## config.mk

```make
export PLATFORM = sky130hd
export DESIGN_NAME = cod_top
export DESIGN_NICKNAME = d
export VERILOG_FILES = /design/src/inc/cod_pkg.sv /design/src/rtl/cod_top.sv
export SDC_FILE = /design/constraint.sdc
export NUM_CORES = 1
export LEC_CHECK = 0
export ABC_AREA = 1
export BUFFER_PORTS_ARGS = -buffer_cell sky130_fd_sc_hd__clkbuf_2
export CAP_MARGIN = 20
export CELL_PAD_IN_SITES_DETAIL_PLACEMENT = 0
export CELL_PAD_IN_SITES_GLOBAL_PLACEMENT = 1
export CORE_ASPECT_RATIO = 1.1
export CORE_MARGIN = 5
export CORE_UTILIZATION = 46
export CTS_BUF_LIST = sky130_fd_sc_hd__clkbuf_16
export DETAILED_ROUTE_END_ITERATION = 7
export PLACE_DENSITY_LB_ADDON = 0.3
export SYNTH_ARGS = -nofsm -noshare
export SYNTH_HDL_FRONTEND = slang
export SYNTH_SLANG_ARGS = --single-unit
```

## constraint.sdc

```tcl
create_clock -name clk_i -period 6.1 [get_ports clk_i]
set_input_delay 0.61 -clock clk_i [delete_from_list [all_inputs] [get_ports clk_i]]
set_output_delay 0.61 -clock clk_i [all_outputs]
set_load 0.01 [all_outputs]
```

## src/inc/cod_pkg.sv

```systemverilog
// Notes on behaviour
// - channels are fed from the post-divided oscillator, never the raw oscillator
// - each channel has divider, align stage, delay and source mux before output
// - every write of the calibrate trigger register starts frequency calibration
// - output delay steps of 150 ps, from 0 up to 2250 ps
// - after reset every channel stays disabled until programmed
// - clearing a channel enable bit disables that channel alone
// - global pin low or all-outputs bit zero disables every output
// - channel runs only when channel bit, global pin and global bit allow
// - divided sources and even post-divides give 50% duty cycle
// - bypassed or delayed-only duty follows odd post-divide: 33%, 40%, 43%
// - align pin low holds every divided channel low
// - bypassed channels keep toggling whatever the align pin does
// - registered align low drives divided outputs low four ticks later
// - align high releases divided outputs four ticks later
// - released divided outputs all rise on the same edge
// - align completes even if pin rises before outputs went low
// - bypassed channels stay phase-aligned since align never touches them
// - unconnected align pin reads high so outputs run normally
// - no phase alignment between channels is promised without an align event
package cod_pkg;
   localparam int COD_NUM_CH = 8;
   // register byte offsets
   localparam logic [7:0] COD_REG_CH0 = 8'h00;
   localparam logic [7:0] COD_REG_GLOBAL = 8'h20;
   localparam logic [7:0] COD_REG_CAL = 8'h24;
   localparam logic [7:0] COD_REG_STATUS = 8'h28;
   // channel register fields
   localparam int COD_DLY_LSB = 0;
   localparam int COD_DLY_W = 4;
   localparam int COD_DIV_LSB = 4;
   localparam int COD_DIV_W = 8;
   localparam int COD_EN_BIT = 12;
   localparam int COD_MUX_LSB = 13;
   localparam int COD_MUX_W = 2;
   localparam int COD_CH_W = 15;
   // global register fields
   localparam int COD_GEN_BIT = 0;
   localparam int COD_PDIV_LSB = 4;
   localparam int COD_PDIV_W = 4;
   // reset values
   localparam logic [COD_CH_W-1:0] COD_CH_RST = 15'h0010;
   localparam logic COD_GEN_RST = 1'b1;
   localparam logic [COD_PDIV_W-1:0] COD_PDIV_RST = 4'h2;
   localparam logic [COD_PDIV_W-1:0] COD_PDIV_MIN = 4'h2;
   localparam logic [COD_PDIV_W-1:0] COD_PDIV_MAX = 4'h8;
   // delay line
   localparam int COD_DELAY_STEP_PS = 150;
   localparam int COD_DELAY_MAX_PS = 2250;
   localparam int COD_DELAY_CODES = COD_DELAY_MAX_PS / COD_DELAY_STEP_PS + 1;
   // align latency in distribution-path ticks
   localparam logic [2:0] COD_ALIGN_TICKS = 3'h4;
   typedef enum logic [1:0] {
      COD_SRC_BYPASS,
      COD_SRC_DIV,
      COD_SRC_DLY,
      COD_SRC_DIV_DLY
   } cod_src_t;
   typedef enum {
      COD_AL_IDLE,
      COD_AL_LOWWAIT,
      COD_AL_HELD,
      COD_AL_HIGHWAIT
   } cod_align_t;
endpackage

```

## src/rtl/cod_top.sv

```systemverilog
// The register addresses and register access over APB were chosen for this implementation.
`timescale 1ns/10ps
module cod_top #(
   parameter int NUM_CH = cod_pkg::COD_NUM_CH
) (
   input wire logic clk_i,                                  // oscillator clock
   input wire logic rst_n_i,                                // sync reset, low
   input wire logic psel,                                   // apb select
   input wire logic penable,                                // apb enable
   input wire logic pwrite,                                 // apb write
   input wire logic [7:0] paddr,                            // apb byte address
   input wire logic [31:0] pwdata,                          // apb write data
   output logic [31:0] prdata,                              // apb read data
   output logic pready,                                     // apb ready
   output logic pslverr,                                    // apb error
   input wire logic global_output_enable_pin_i,             // outputs low when low
   input wire logic align_n_i,                              // align pin, low active
   output logic [NUM_CH-1:0] clkout_o,                      // channel clocks
   output logic [NUM_CH-1:0] clkout_off_o,                  // buffer off
   output logic [NUM_CH*cod_pkg::COD_DLY_W-1:0] channel_delay_code_o, // delay line codes
   output logic cal_start_o                                 // calibration start pulse
);
   import cod_pkg::*;

   logic [COD_CH_W-1:0] ch_cfg_reg [NUM_CH];
   logic all_outputs_enable_bit_reg;
   logic [COD_PDIV_W-1:0] oscillator_post_divide_reg;
   logic [31:0] prdata_reg;
   logic pready_reg;
   logic pslverr_reg;
   logic cal_start_reg;
   logic [7:0] cal_count_reg;
   logic [COD_PDIV_W-1:0] pd_cnt_reg;
   logic dist_level;
   logic dist_tick;
   cod_align_t al_state_reg;
   logic [2:0] al_cnt_reg;
   logic al_release;
   logic al_force;
   logic [NUM_CH-1:0] div_lvl_reg;
   logic [NUM_CH-1:0] clkout_reg;
   logic [NUM_CH-1:0] off_reg;
   logic [NUM_CH*COD_DLY_W-1:0] dly_reg;
   logic [NUM_CH-1:0] ch_run;
   logic [NUM_CH-1:0] ch_src;
   logic [NUM_CH*COD_DLY_W-1:0] dly_next;
   logic [COD_PDIV_W-1:0] pdiv_eff;
   logic acc_done;
   logic wr_fire;

   // byte address to channel index, or NUM_CH when not a channel register
   function automatic int ch_index(input logic [7:0] a);
      int idx;
      idx = NUM_CH;
      if (a[1:0] == 2'b00 && a >= COD_REG_CH0 && int'(a[7:2]) < NUM_CH) begin
         idx = int'(a[7:2]);
      end
      return idx;
   endfunction

   function automatic logic addr_mapped(input logic [7:0] a);
      return (ch_index(a) < NUM_CH) || a == COD_REG_GLOBAL || a == COD_REG_CAL ||
             a == COD_REG_STATUS;
   endfunction

   function automatic logic src_divided(input logic [COD_MUX_W-1:0] m);
      return m == COD_SRC_DIV || m == COD_SRC_DIV_DLY;
   endfunction

   function automatic logic src_delayed(input logic [COD_MUX_W-1:0] m);
      return m == COD_SRC_DLY || m == COD_SRC_DIV_DLY;
   endfunction

   // apb: one wait state, so an access phase lasts two cycles
   assign acc_done = psel && penable && pready_reg;
   assign wr_fire = acc_done && pwrite;

   always_ff @(posedge clk_i) begin
      if (!rst_n_i) begin
         pready_reg <= 1'b0;
      end else begin
         pready_reg <= psel && penable && !pready_reg;
      end
   end

   always_ff @(posedge clk_i) begin
      if (!rst_n_i) begin
         prdata_reg <= 32'h0000_0000;
         pslverr_reg <= 1'b0;
      end else if (psel && penable && !pready_reg) begin
         pslverr_reg <= !addr_mapped(paddr);
         prdata_reg <= 32'h0000_0000;
         if (!pwrite) begin
            if (ch_index(paddr) < NUM_CH) begin
               prdata_reg[COD_CH_W-1:0] <= ch_cfg_reg[ch_index(paddr)];
            end else if (paddr == COD_REG_GLOBAL) begin
               prdata_reg[COD_GEN_BIT] <= all_outputs_enable_bit_reg;
               prdata_reg[COD_PDIV_LSB +: COD_PDIV_W] <= oscillator_post_divide_reg;
            end else if (paddr == COD_REG_CAL) begin
               prdata_reg[7:0] <= cal_count_reg;
            end else if (paddr == COD_REG_STATUS) begin
               prdata_reg[1:0] <= al_state_reg[1:0];
               prdata_reg[2] <= global_output_enable_pin_i;
               prdata_reg[3] <= align_n_i;
               prdata_reg[4] <= dist_level;
            end
         end
      end else begin
         pslverr_reg <= 1'b0;
      end
   end

   // channel configuration, all disabled after reset
   generate
      for (genvar g = 0; g < NUM_CH; g++) begin : g_cfg
         always_ff @(posedge clk_i) begin
            if (!rst_n_i) begin
               ch_cfg_reg[g] <= COD_CH_RST;
            end else if (wr_fire && ch_index(paddr) == g) begin
               ch_cfg_reg[g] <= pwdata[COD_CH_W-1:0];
            end
         end
      end
   endgenerate

   always_ff @(posedge clk_i) begin
      if (!rst_n_i) begin
         all_outputs_enable_bit_reg <= COD_GEN_RST;
         oscillator_post_divide_reg <= COD_PDIV_RST;
      end else if (wr_fire && paddr == COD_REG_GLOBAL) begin
         all_outputs_enable_bit_reg <= pwdata[COD_GEN_BIT];
         oscillator_post_divide_reg <= pwdata[COD_PDIV_LSB +: COD_PDIV_W];
      end
   end

   // any write, whatever the data, restarts calibration; a valid reference is
   // software's duty at that moment
   always_ff @(posedge clk_i) begin
      if (!rst_n_i) begin
         cal_start_reg <= 1'b0;
         cal_count_reg <= 8'h00;
      end else begin
         cal_start_reg <= wr_fire && paddr == COD_REG_CAL;
         if (wr_fire && paddr == COD_REG_CAL) begin
            cal_count_reg <= cal_count_reg + 8'h01;
         end
      end
   end

   // post-divider makes the distribution path; illegal ratios fall back to 2
   assign pdiv_eff = (oscillator_post_divide_reg < COD_PDIV_MIN ||
                      oscillator_post_divide_reg > COD_PDIV_MAX) ?
                     COD_PDIV_MIN : oscillator_post_divide_reg;

   always_ff @(posedge clk_i) begin
      if (!rst_n_i) begin
         pd_cnt_reg <= '0;
      end else if (pd_cnt_reg >= pdiv_eff - 4'h1) begin
         pd_cnt_reg <= '0;
      end else begin
         pd_cnt_reg <= pd_cnt_reg + 4'h1;
      end
   end

   // high for floor(n/2) of n: 50% even, 33/40/43% for 3/5/7
   assign dist_level = pd_cnt_reg < (pdiv_eff >> 1);
   assign dist_tick = pd_cnt_reg == '0;

   // align sequencer, sampled on distribution-path rising edges only
   always_ff @(posedge clk_i) begin
      if (!rst_n_i) begin
         al_state_reg <= COD_AL_IDLE;
         al_cnt_reg <= 3'h0;
      end else if (dist_tick) begin
         unique case (al_state_reg)
            COD_AL_IDLE: begin
               al_cnt_reg <= 3'h0;
               // a floating pin reads high here, so nothing is disturbed
               if (!align_n_i) begin
                  al_state_reg <= COD_AL_LOWWAIT;
               end
            end
            COD_AL_LOWWAIT: begin
               // pin may already be high again; the low still completes
               if (al_cnt_reg == COD_ALIGN_TICKS - 3'h1) begin
                  al_state_reg <= COD_AL_HELD;
                  al_cnt_reg <= 3'h0;
               end else begin
                  al_cnt_reg <= al_cnt_reg + 3'h1;
               end
            end
            COD_AL_HELD: begin
               if (align_n_i) begin
                  al_state_reg <= COD_AL_HIGHWAIT;
               end
            end
            COD_AL_HIGHWAIT: begin
               if (al_cnt_reg == COD_ALIGN_TICKS - 3'h1) begin
                  al_state_reg <= COD_AL_IDLE;
                  al_cnt_reg <= 3'h0;
               end else begin
                  al_cnt_reg <= al_cnt_reg + 3'h1;
               end
            end
         endcase
      end
   end

   assign al_force = dist_tick && al_state_reg == COD_AL_LOWWAIT &&
                     al_cnt_reg == COD_ALIGN_TICKS - 3'h1;
   // release on the fourth tick after the high is seen, mirroring the low side
   // dividers are only in phase after this point
   assign al_release = dist_tick && al_state_reg == COD_AL_HIGHWAIT &&
                       al_cnt_reg == COD_ALIGN_TICKS - 3'h1;

   generate
      for (genvar g = 0; g < NUM_CH; g++) begin : g_ch
         logic [COD_DIV_W-1:0] div_cnt_reg;
         logic [COD_DIV_W-1:0] div_val;
         logic [COD_MUX_W-1:0] mux;
         assign mux = ch_cfg_reg[g][COD_MUX_LSB +: COD_MUX_W];
         assign div_val = (ch_cfg_reg[g][COD_DIV_LSB +: COD_DIV_W] == '0) ? 8'h01 :
                          ch_cfg_reg[g][COD_DIV_LSB +: COD_DIV_W];

         // toggles every div_val ticks: ratio 2*div_val, always 50%
         always_ff @(posedge clk_i) begin
            if (!rst_n_i) begin
               div_cnt_reg <= '0;
               div_lvl_reg[g] <= 1'b0;
            end else if (al_force || (dist_tick && al_state_reg == COD_AL_HELD)) begin
               div_cnt_reg <= '0;
               div_lvl_reg[g] <= 1'b0;
            end else if (al_release) begin
               div_cnt_reg <= '0;
               div_lvl_reg[g] <= 1'b1;
            end else if (dist_tick && al_state_reg != COD_AL_HIGHWAIT) begin
               if (div_cnt_reg >= div_val - 8'h01) begin
                  div_cnt_reg <= '0;
                  div_lvl_reg[g] <= !div_lvl_reg[g];
               end else begin
                  div_cnt_reg <= div_cnt_reg + 8'h01;
               end
            end
         end

         // bypass follows the path directly, untouched by align
         assign ch_src[g] = src_divided(mux) ? div_lvl_reg[g] : dist_level;
         assign ch_run[g] = ch_cfg_reg[g][COD_EN_BIT] && all_outputs_enable_bit_reg &&
                            global_output_enable_pin_i;
         // code times 150 ps on the analog line; zero when not delayed
         assign dly_next[g*COD_DLY_W +: COD_DLY_W] = src_delayed(mux) ?
                ch_cfg_reg[g][COD_DLY_LSB +: COD_DLY_W] : '0;
      end
   endgenerate

   // off when a bit forbids; driven low when only the pin forbids
   always_ff @(posedge clk_i) begin
      if (!rst_n_i) begin
         clkout_reg <= '0;
         off_reg <= '1;
         dly_reg <= '0;
      end else begin
         clkout_reg <= ch_src & ch_run;
         for (int i = 0; i < NUM_CH; i++) begin
            off_reg[i] <= !(ch_cfg_reg[i][COD_EN_BIT] && all_outputs_enable_bit_reg);
         end
         dly_reg <= dly_next;
      end
   end

   assign prdata = prdata_reg;
   assign pready = pready_reg;
   assign pslverr = pslverr_reg;
   assign clkout_o = clkout_reg;
   assign clkout_off_o = off_reg;
   assign channel_delay_code_o = dly_reg;
   assign cal_start_o = cal_start_reg;
endmodule

```

==> run_results.csv, run 1 <==
group,metric,value,unit
power_and_ir_drop,power_density,279,nW/um2
floorplan,core,31100,um2
routing,drtIter0Drc,784,
timing,post-route-period-util,0.515,
floorplan,fp.dieW,179,um
clocking,clock-root-buffer,"clkbuf_16",
synthesis,avgSynthCellArea,8.26,um2
clocking,cts_buffers,28,
worst_setup_path,critical_path_depth,18,
clocking,clk_latency,0.56,ns
layout,multi_input_area,6500,um2
layout,stdcell_count,2290,
timing,slew_viol_final,0,
layout,drive_above_1_share,0.0973,
worst_setup_path,cp-start-kind,"register",
synthesis,synth_area,14400,um2
worst_setup_path,crit_type,"register to register",
placement,dpl-instance-area,15300,um2
placement,place_congestion,0.895,
layout,n_antenna_cell,0,
clocking,postCtsSetupBuffers,0,
global_route,grt_pass1_wl,62000,um
placement,portBuffers,95,
worst_setup_path,cpMostUsedCell,"nand2_1",
min_path,min_from,"pwdata[6]",
worst_setup_path,crit_path_end_kind,"register",
clocking,cts_max_level,1,
synthesis,synth_flop_cell,"dfxtp_1",
min_path,hold_depth,3,
worst_setup_path,cp_num_buf_inv,3,
placement,dp_cells,2238,
synthesis,synthDistinctLibCells,44,
routing,ant_nets,0,
worst_setup_path,reg2reg_slack,2.96,ns
layout,post-route-util,0.521,
routing,drc_errors,0,
synthesis,ys_top_cells_by_area,"edfxtp_1 (25%), dfxtp_1 (22%), nand2_1 (8.4%)",
power_and_ir_drop,peakVddDrop,288,uV
clocking,cts_tree,"done",
floorplan,rows,68,
layout,fillers,3026,
timing,hold_viol_final,0,
clocking,ctsResizeCount,0,
floorplan,ios,130,
routing,vias,11602,
layout,seqCellArea,6810,um2
floorplan,die_h,196,um
timing,relSlewSlack,0.346,
synthesis,synth_top_cell_by_area,"edfxtp_1",
synthesis,ys_seq_area_frac,0.472,
layout,final_cell_area,16200,um2
worst_setup_path,worst_ep_required_time,6.57,ns
worst_setup_path,path_cells,"nor2_1 > nand2_1 > inv_1 > a41oi_1 > ha_1 > inv_1 > nor2_1 > nand2_1 > xor2_1 > inv_1 > ha_1 > nand2_1 > nor2_1 > a211oi_1 > nand3_1 > nand2_1 > nand2_1 > nor3b_1",
timing,clock_skew,0.00973,ns
run,cap_violations,0,
routing,first_pass_iters,5,
global_route,first_global_vias,11272,
clocking,postCtsHoldBufs,0,
synthesis,yosysWarnings,0,
global_route,overflow,0,
routing,wl_per_cell,17.4,um
synthesis,synth_edf_count,120,
layout,nNetsFinal,1990,
routing,vias_per_cell,5.07,
outcome,outcome,"finished clean",
floorplan,die_area,35000,um2
global_route,grt_usage,0.227,
clocking,clkSinkCount,280,
min_path,hp-class,"input pin to register",
timing,rsz0062_at_grt,"false",
floorplan,start_util,0.463,
timing,period_needed,3.14,ns
synthesis,synthTopCellsByCount,"nand2_1 (324), nor2_1 (294), inv_1 (231)",
layout,areaGrowthSynthToFinish,12.5,%
timing,fmax,318,MHz
routing,routed_wl,39800,um
synthesis,ys_ff_latch,280,
clocking,cts.path.max_buffers,3,
global_route,antenna_found_initial,0,
worst_setup_path,cp_slowest_cell,"edfxtp_1",
min_path,min_to,"oscillator_post_divide_reg[2]",
timing,tightest_slew,0.980,ns
clocking,clk_pin_slew_worst_paths,0.07,ns
power_and_ir_drop,power,4.53,mW
worst_setup_path,cp.arrival,3.61,ns
timing,setup_tns,0,ns
worst_setup_path,timing.rr.start,"ch_cfg_reg[6][7]",
power_and_ir_drop,cellLeakagePower,7.26,nW
worst_setup_path,cp_top_family,"simple AND/OR/NAND/NOR gates",
worst_setup_path,cp_max_fo,6,
synthesis,synthCells,1746,
synthesis,yosysTopAreaCellShare,0.250,
placement,hpwl,29700,um
worst_setup_path,r2r_end,"g_ch[6].div_cnt_reg[5]",
worst_setup_path,r2r_cells,18,
synthesis,async_reset_ff_frac,0,
worst_setup_path,cpPeakStageDelay,0.39,ns
layout,largest_register_ffs,120,
timing,finalSetupViolations,0,
global_route,grt_max_degree,38,
synthesis,synth.most_common_cell,"nand2_1",
cell families after synthesis:
group | Yosys count | share of synthesized area
buffers and inverters | 288 | 0.0820
other | 2 | 0.000521
adder cells (fa/ha/maj) | 95 | 0.0824
AO/OA/AOI/OAI | 210 | 0.0805
flip-flops | 280 | 0.472
XOR/XNOR | 79 | 0.0480
AND/OR/NAND/NOR | 792 | 0.235
cell type report:
type                    count  share of cell area
well taps                 420              0.0324
clock buffers              31              0.0478
repair buffers            103              0.0330
multi-input cells        1194               0.400
clock inverters            21              0.0111
inverters                 241              0.0558
flip-flops and latches    280               0.419
worst min-delay path, cell delays in order:
cell      delay (ns)
clkbuf_2        0.11
o21ai_0         0.10
nor2_1          0.08
stage by stage:
| step | hold WS, ns | setup slack, ns |
|---|---|---|
| after CTS | 0.365 | 2.91 |
| after global placement | 0.420 | 3.02 |
| after global routing | 0.416 | 2.55 |
| final | 0.377 | 2.96 |
| after detailed placement | 0.424 | 2.93 |
| after floorplan | 0.412 | 3.26 |
per-layer routing:
metal | share of wire | vias to the layer above | GRT usage | wire length, um
met5 | 0 | - | 0 | 0
li1 | - | 5860 | - | -
met2 | 0.48 | 327 | 0.389 | 19000
met1 | 0.42 | 5321 | 0.288 | 16700
met4 | 0.049 | 0 | 0.0964 | 1940
met3 | 0.056 | 94 | 0.0308 | 2230
where the power goes:
part           switching [mW]  internal, mW  total (mW)
registers              0.0898          2.05        2.14
logic                   0.417         0.193       0.610
clock network           0.805         0.980        1.78
worst max path at each step:
| stage | start | to | slack [ns] |
|---|---|---|---|
| final | ch_cfg_reg[6][7] | g_ch[6].div_cnt_reg[5] | 2.96 |
| after CTS | ch_cfg_reg[6][7] | g_ch[6].div_cnt_reg[5] | 2.91 |
| after detailed placement | ch_cfg_reg[6][7] | g_ch[6].div_cnt_reg[4] | 2.93 |
| after global routing | ch_cfg_reg[6][7] | g_ch[6].div_cnt_reg[5] | 2.55 |
| after floorplan | paddr[1] | ch_cfg_reg[4][0] | 3.26 |
| after global placement | ch_cfg_reg[7][6] | g_ch[7].div_cnt_reg[2] | 3.02 |
cells in the final DEF (no fill, tap or decap), types with 7 or more instances in the layout:
| cell type | synthesis | final |
|---|---|---|
| xnor2_1 | 21 | 21 |
| ha_1 | 95 | 95 |
| nand3_1 | 64 | 64 |
| buf_4 | 17 | 8 |
| nor3_1 | 26 | 26 |
| o31ai_1 | 10 | 10 |
| clkbuf_16 | 0 | 31 |
| nor2_2 | 8 | 8 |
| nand4_1 | 27 | 27 |
| nand3b_1 | 24 | 24 |
| inv_1 | 231 | 233 |
| conb_1 | 2 | 18 |
| nor2_1 | 294 | 294 |
| clkbuf_2 | 0 | 95 |
| nor3b_1 | 7 | 7 |
| edfxtp_1 | 120 | 120 |
| o21ai_0 | 78 | 75 |
| nand2_1 | 324 | 324 |
| a211oi_1 | 16 | 16 |
| a21oi_1 | 83 | 83 |
| xor2_1 | 58 | 58 |
| dfxtp_1 | 160 | 160 |
Note: power is estimated with default switching activity, not from simulation.
==> inputs of run 2 (changes only) <==
--- a/config.mk
+++ b/config.mk
@@ -5,7 +5,7 @@
 export SDC_FILE = /design/constraint.sdc
 export NUM_CORES = 1
 export LEC_CHECK = 0
-export ABC_AREA = 1
+export ABC_AREA = 0
 export BUFFER_PORTS_ARGS = -buffer_cell sky130_fd_sc_hd__clkbuf_2
 export CAP_MARGIN = 20
 export CELL_PAD_IN_SITES_DETAIL_PLACEMENT = 0
==> constraint.sdc (replaced) <==
create_clock -name clk_i -period 3 [get_ports clk_i]
set_input_delay 0.3 -clock clk_i [delete_from_list [all_inputs] [get_ports clk_i]]
set_output_delay 0.3 -clock clk_i [all_outputs]
set_load 0.01 [all_outputs]
==> run 2 against run 1 <==
Compared with the run above: the flow now finishes with violations (setup timing); register-to-register slack worse by 3.4 ns; power up 120%; synthesized cell count is 17% lower; global-route usage decreased by 1.2 points; sequential power up 110%; count of clock-buffer cells in the layout decreased by 1; utilization grew 6.3 points; worst hold slack worse by 0.25 ns; critical endpoint is now div_lvl_reg[0]; largest cell class is now multi-input gates; largest power group unchanged; highest routed layer unchanged.
==> run_results.csv, run 2 <==
group,metric,value,unit
routing,first_pass_iters,5,
timing,fmax,295,MHz
layout,final_cell_mix,"buf_4 (176), dfxtp_1 (160), edfxtp_1 (120), and2_1 (119)",
timing,whs,0.126,ns
outcome,violations,"setup timing",
synthesis,synth_top_cell_by_area,"edfxtp_1",
timing,fin_ws,-0.394,ns
min_path,min_from,"pwdata[12]",
placement,portBuffers,95,
worst_setup_path,cp.arrival,3.82,ns
synthesis,ys_seq_area_frac,0.460,
synthesis,synthTopCellsByCount,"dfxtp_1 (160), edfxtp_1 (120), and2_1 (119)",
clocking,cts_buffers,30,
clocking,cts.path.max_buffers,3,
outcome,outcome,"complete, but fails checks",
global_route,overflow,0,
clocking,cts_tree,"done",
placement,hpwl,29700,um
clocking,clkSinkCount,280,
clocking,clock-root-buffer,"clkbuf_16",
timing,period_needed,3.39,ns
run,cap_violations,0,
placement,dp_slack,-0.368,ns
synthesis,synth.most_common_cell,"dfxtp_1",
timing,hold_viol_final,0,
synthesis,async_reset_ff_frac,0,
routing,ant_nets,0,
routing,routed_wl,40200,um
synthesis,ys_top_cells_by_area,"edfxtp_1 (24%), dfxtp_1 (22%), ha_1 (8.0%)",
global_route,antenna_found_initial,1,
placement,dp_cells,2053,
timing,setup_tns,-8.79,ns
power_and_ir_drop,peakVddDrop,455,uV
routing,vias,11936,
placement,dpl-instance-area,16700,um2
layout,drive_above_1_share,0.263,
timing,post-route-period-util,1.13,
power_and_ir_drop,power,9.87,mW
timing,finalSetupViolations,39,
routing,drtIter0Drc,729,
timing,relSlewSlack,0.334,
power_and_ir_drop,cellLeakagePower,7.38,nW
layout,areaGrowthSynthToFinish,24.8,%
floorplan,fp.dieW,181,um
power_and_ir_drop,power_density,535,nW/um2
clocking,cts_max_level,1,
floorplan,ios,130,
synthesis,synth_flop_cell,"dfxtp_1",
synthesis,synth_edf_count,120,
synthesis,synth_area,14800,um2
global_route,grt_usage,0.215,
floorplan,rows,68,
layout,post-route-util,0.584,
global_route,grt_pass1_wl,62800,um
worst_setup_path,crit_path_start,"ch_cfg_reg[0][7]",
synthesis,yosysWarnings,0,
worst_setup_path,cp_max_fo,4,
floorplan,die_h,198,um
layout,n_antenna_cell,0,
layout,final_cell_area,18400,um2
synthesis,ys_ff_latch,280,
synthesis,synthDistinctLibCells,69,
synthesis,avgSynthCellArea,10.2,um2
timing,tightest_slew,0.996,ns
clocking,clk_latency,0.57,ns
timing,slew_viol_final,0,
synthesis,synthCells,1449,
worst_setup_path,cpPeakStageDelay,0.45,ns
clocking,clk_pin_slew_worst_paths,0.06,ns
worst_setup_path,cp_slowest_cell,"or4_4",
floorplan,start_util,0.468,
worst_setup_path,worst_ep_required_time,3.42,ns
placement,place_congestion,0.863,
global_route,grt_max_degree,56,
min_path,hp-class,"input pin to register",
layout,nNetsFinal,1844,
routing,wl_per_cell,18.7,um
worst_setup_path,path_cells,"or3_4 > or4_4 > o21bai_4 > inv_2 > ha_4 > nand2_2 > xor2_1 > ha_1 > a2111o_1 > buf_4 > a311oi_4 > or3_1 > a31oi_1",
layout,layout_commonest_cell,"buf_4",
layout,largest_register_ffs,120,
worst_setup_path,timing.rr.start,"ch_cfg_reg[0][7]",
global_route,first_global_vias,11750,
synthesis,yosysTopAreaCellShare,0.244,
routing,drc_errors,0,
floorplan,core,31600,um2
worst_setup_path,crit_path_end_kind,"register",
routing,vias_per_cell,5.56,
timing,rsz0062_at_grt,"true",
layout,stdcell_count,2146,
floorplan,die_area,35800,um2
timing,clock_skew,0.0108,ns
worst_setup_path,crit_type,"register to register",
worst_setup_path,cp-start-kind,"register",
worst_setup_path,reg2reg_slack,-0.39,ns
clocking,postCtsHoldBufs,0,
run 2: kinds of logic after synthesis:
logic type               Yosys count  synth area share
buffers and inverters            109            0.0345
adder cells (fa/ha/maj)           95            0.0804
AND/OR/NAND/NOR                  574             0.211
multiplexers                      52            0.0542
XOR/XNOR                          72            0.0427
other                              2          0.000508
AO/OA/AOI/OAI                    265             0.116
flip-flops                       280             0.460
run 2: worst max-delay path: cells and delay by family (launching register included):
kind	cells	cell delay [ns]
and+or+nand+nor	4	1.07
AOI/OAI and AO/OA	4	0.99
adders and majority gates	2	0.42
DFF	1	0.39
buffers and inverters	2	0.23
xor gates and xnor gates	1	0.14
run 2: layout make-up:
cell class	instances	area (um2)
repair buffers	277	1880
multi-input cells	1076	8120
inverters	37	139
clock buffers	30	751
well taps	420	526
fillers	2673	13100
clock inverters	26	218
flip-flops and latches	280	6810
run 2: routing by layer:
| metal | global-route usage | up-vias | part of all wire |
|---|---|---|---|
| met4 | 0.0461 | 0 | 0.020 |
| li1 | - | 5812 | - |
| met5 | 0 | - | 0 |
| met2 | 0.383 | 306 | 0.49 |
| met1 | 0.283 | 5773 | 0.44 |
| met3 | 0.0272 | 45 | 0.051 |
run 2: what timing repair did:
item                       CTS  global route
resized for setup           33            76
setup buffers               27            11
setup endpoints to repair   50            71
pin swaps                   25            43
run 2: worst paths after layout:
check	cells past startpoint	endpoint
setup reg to reg	13	div_lvl_reg[0]
setup / recovery	13	div_lvl_reg[0]
hold / removal	2	ch_cfg_reg[7][12]
hold reg to reg	1	clkout_off_o[7]
run 2: power breakdown:
| group | switching (mW) | leakage [nW] | internal (mW) |
|---|---|---|---|
| Sequential | 0.249 | 2.52 | 4.16 |
| Clock | 1.55 | 0.499 | 2.08 |
| Combinational | 1.08 | 4.35 | 0.753 |
| Total | 2.88 | 7.38 | 6.99 |
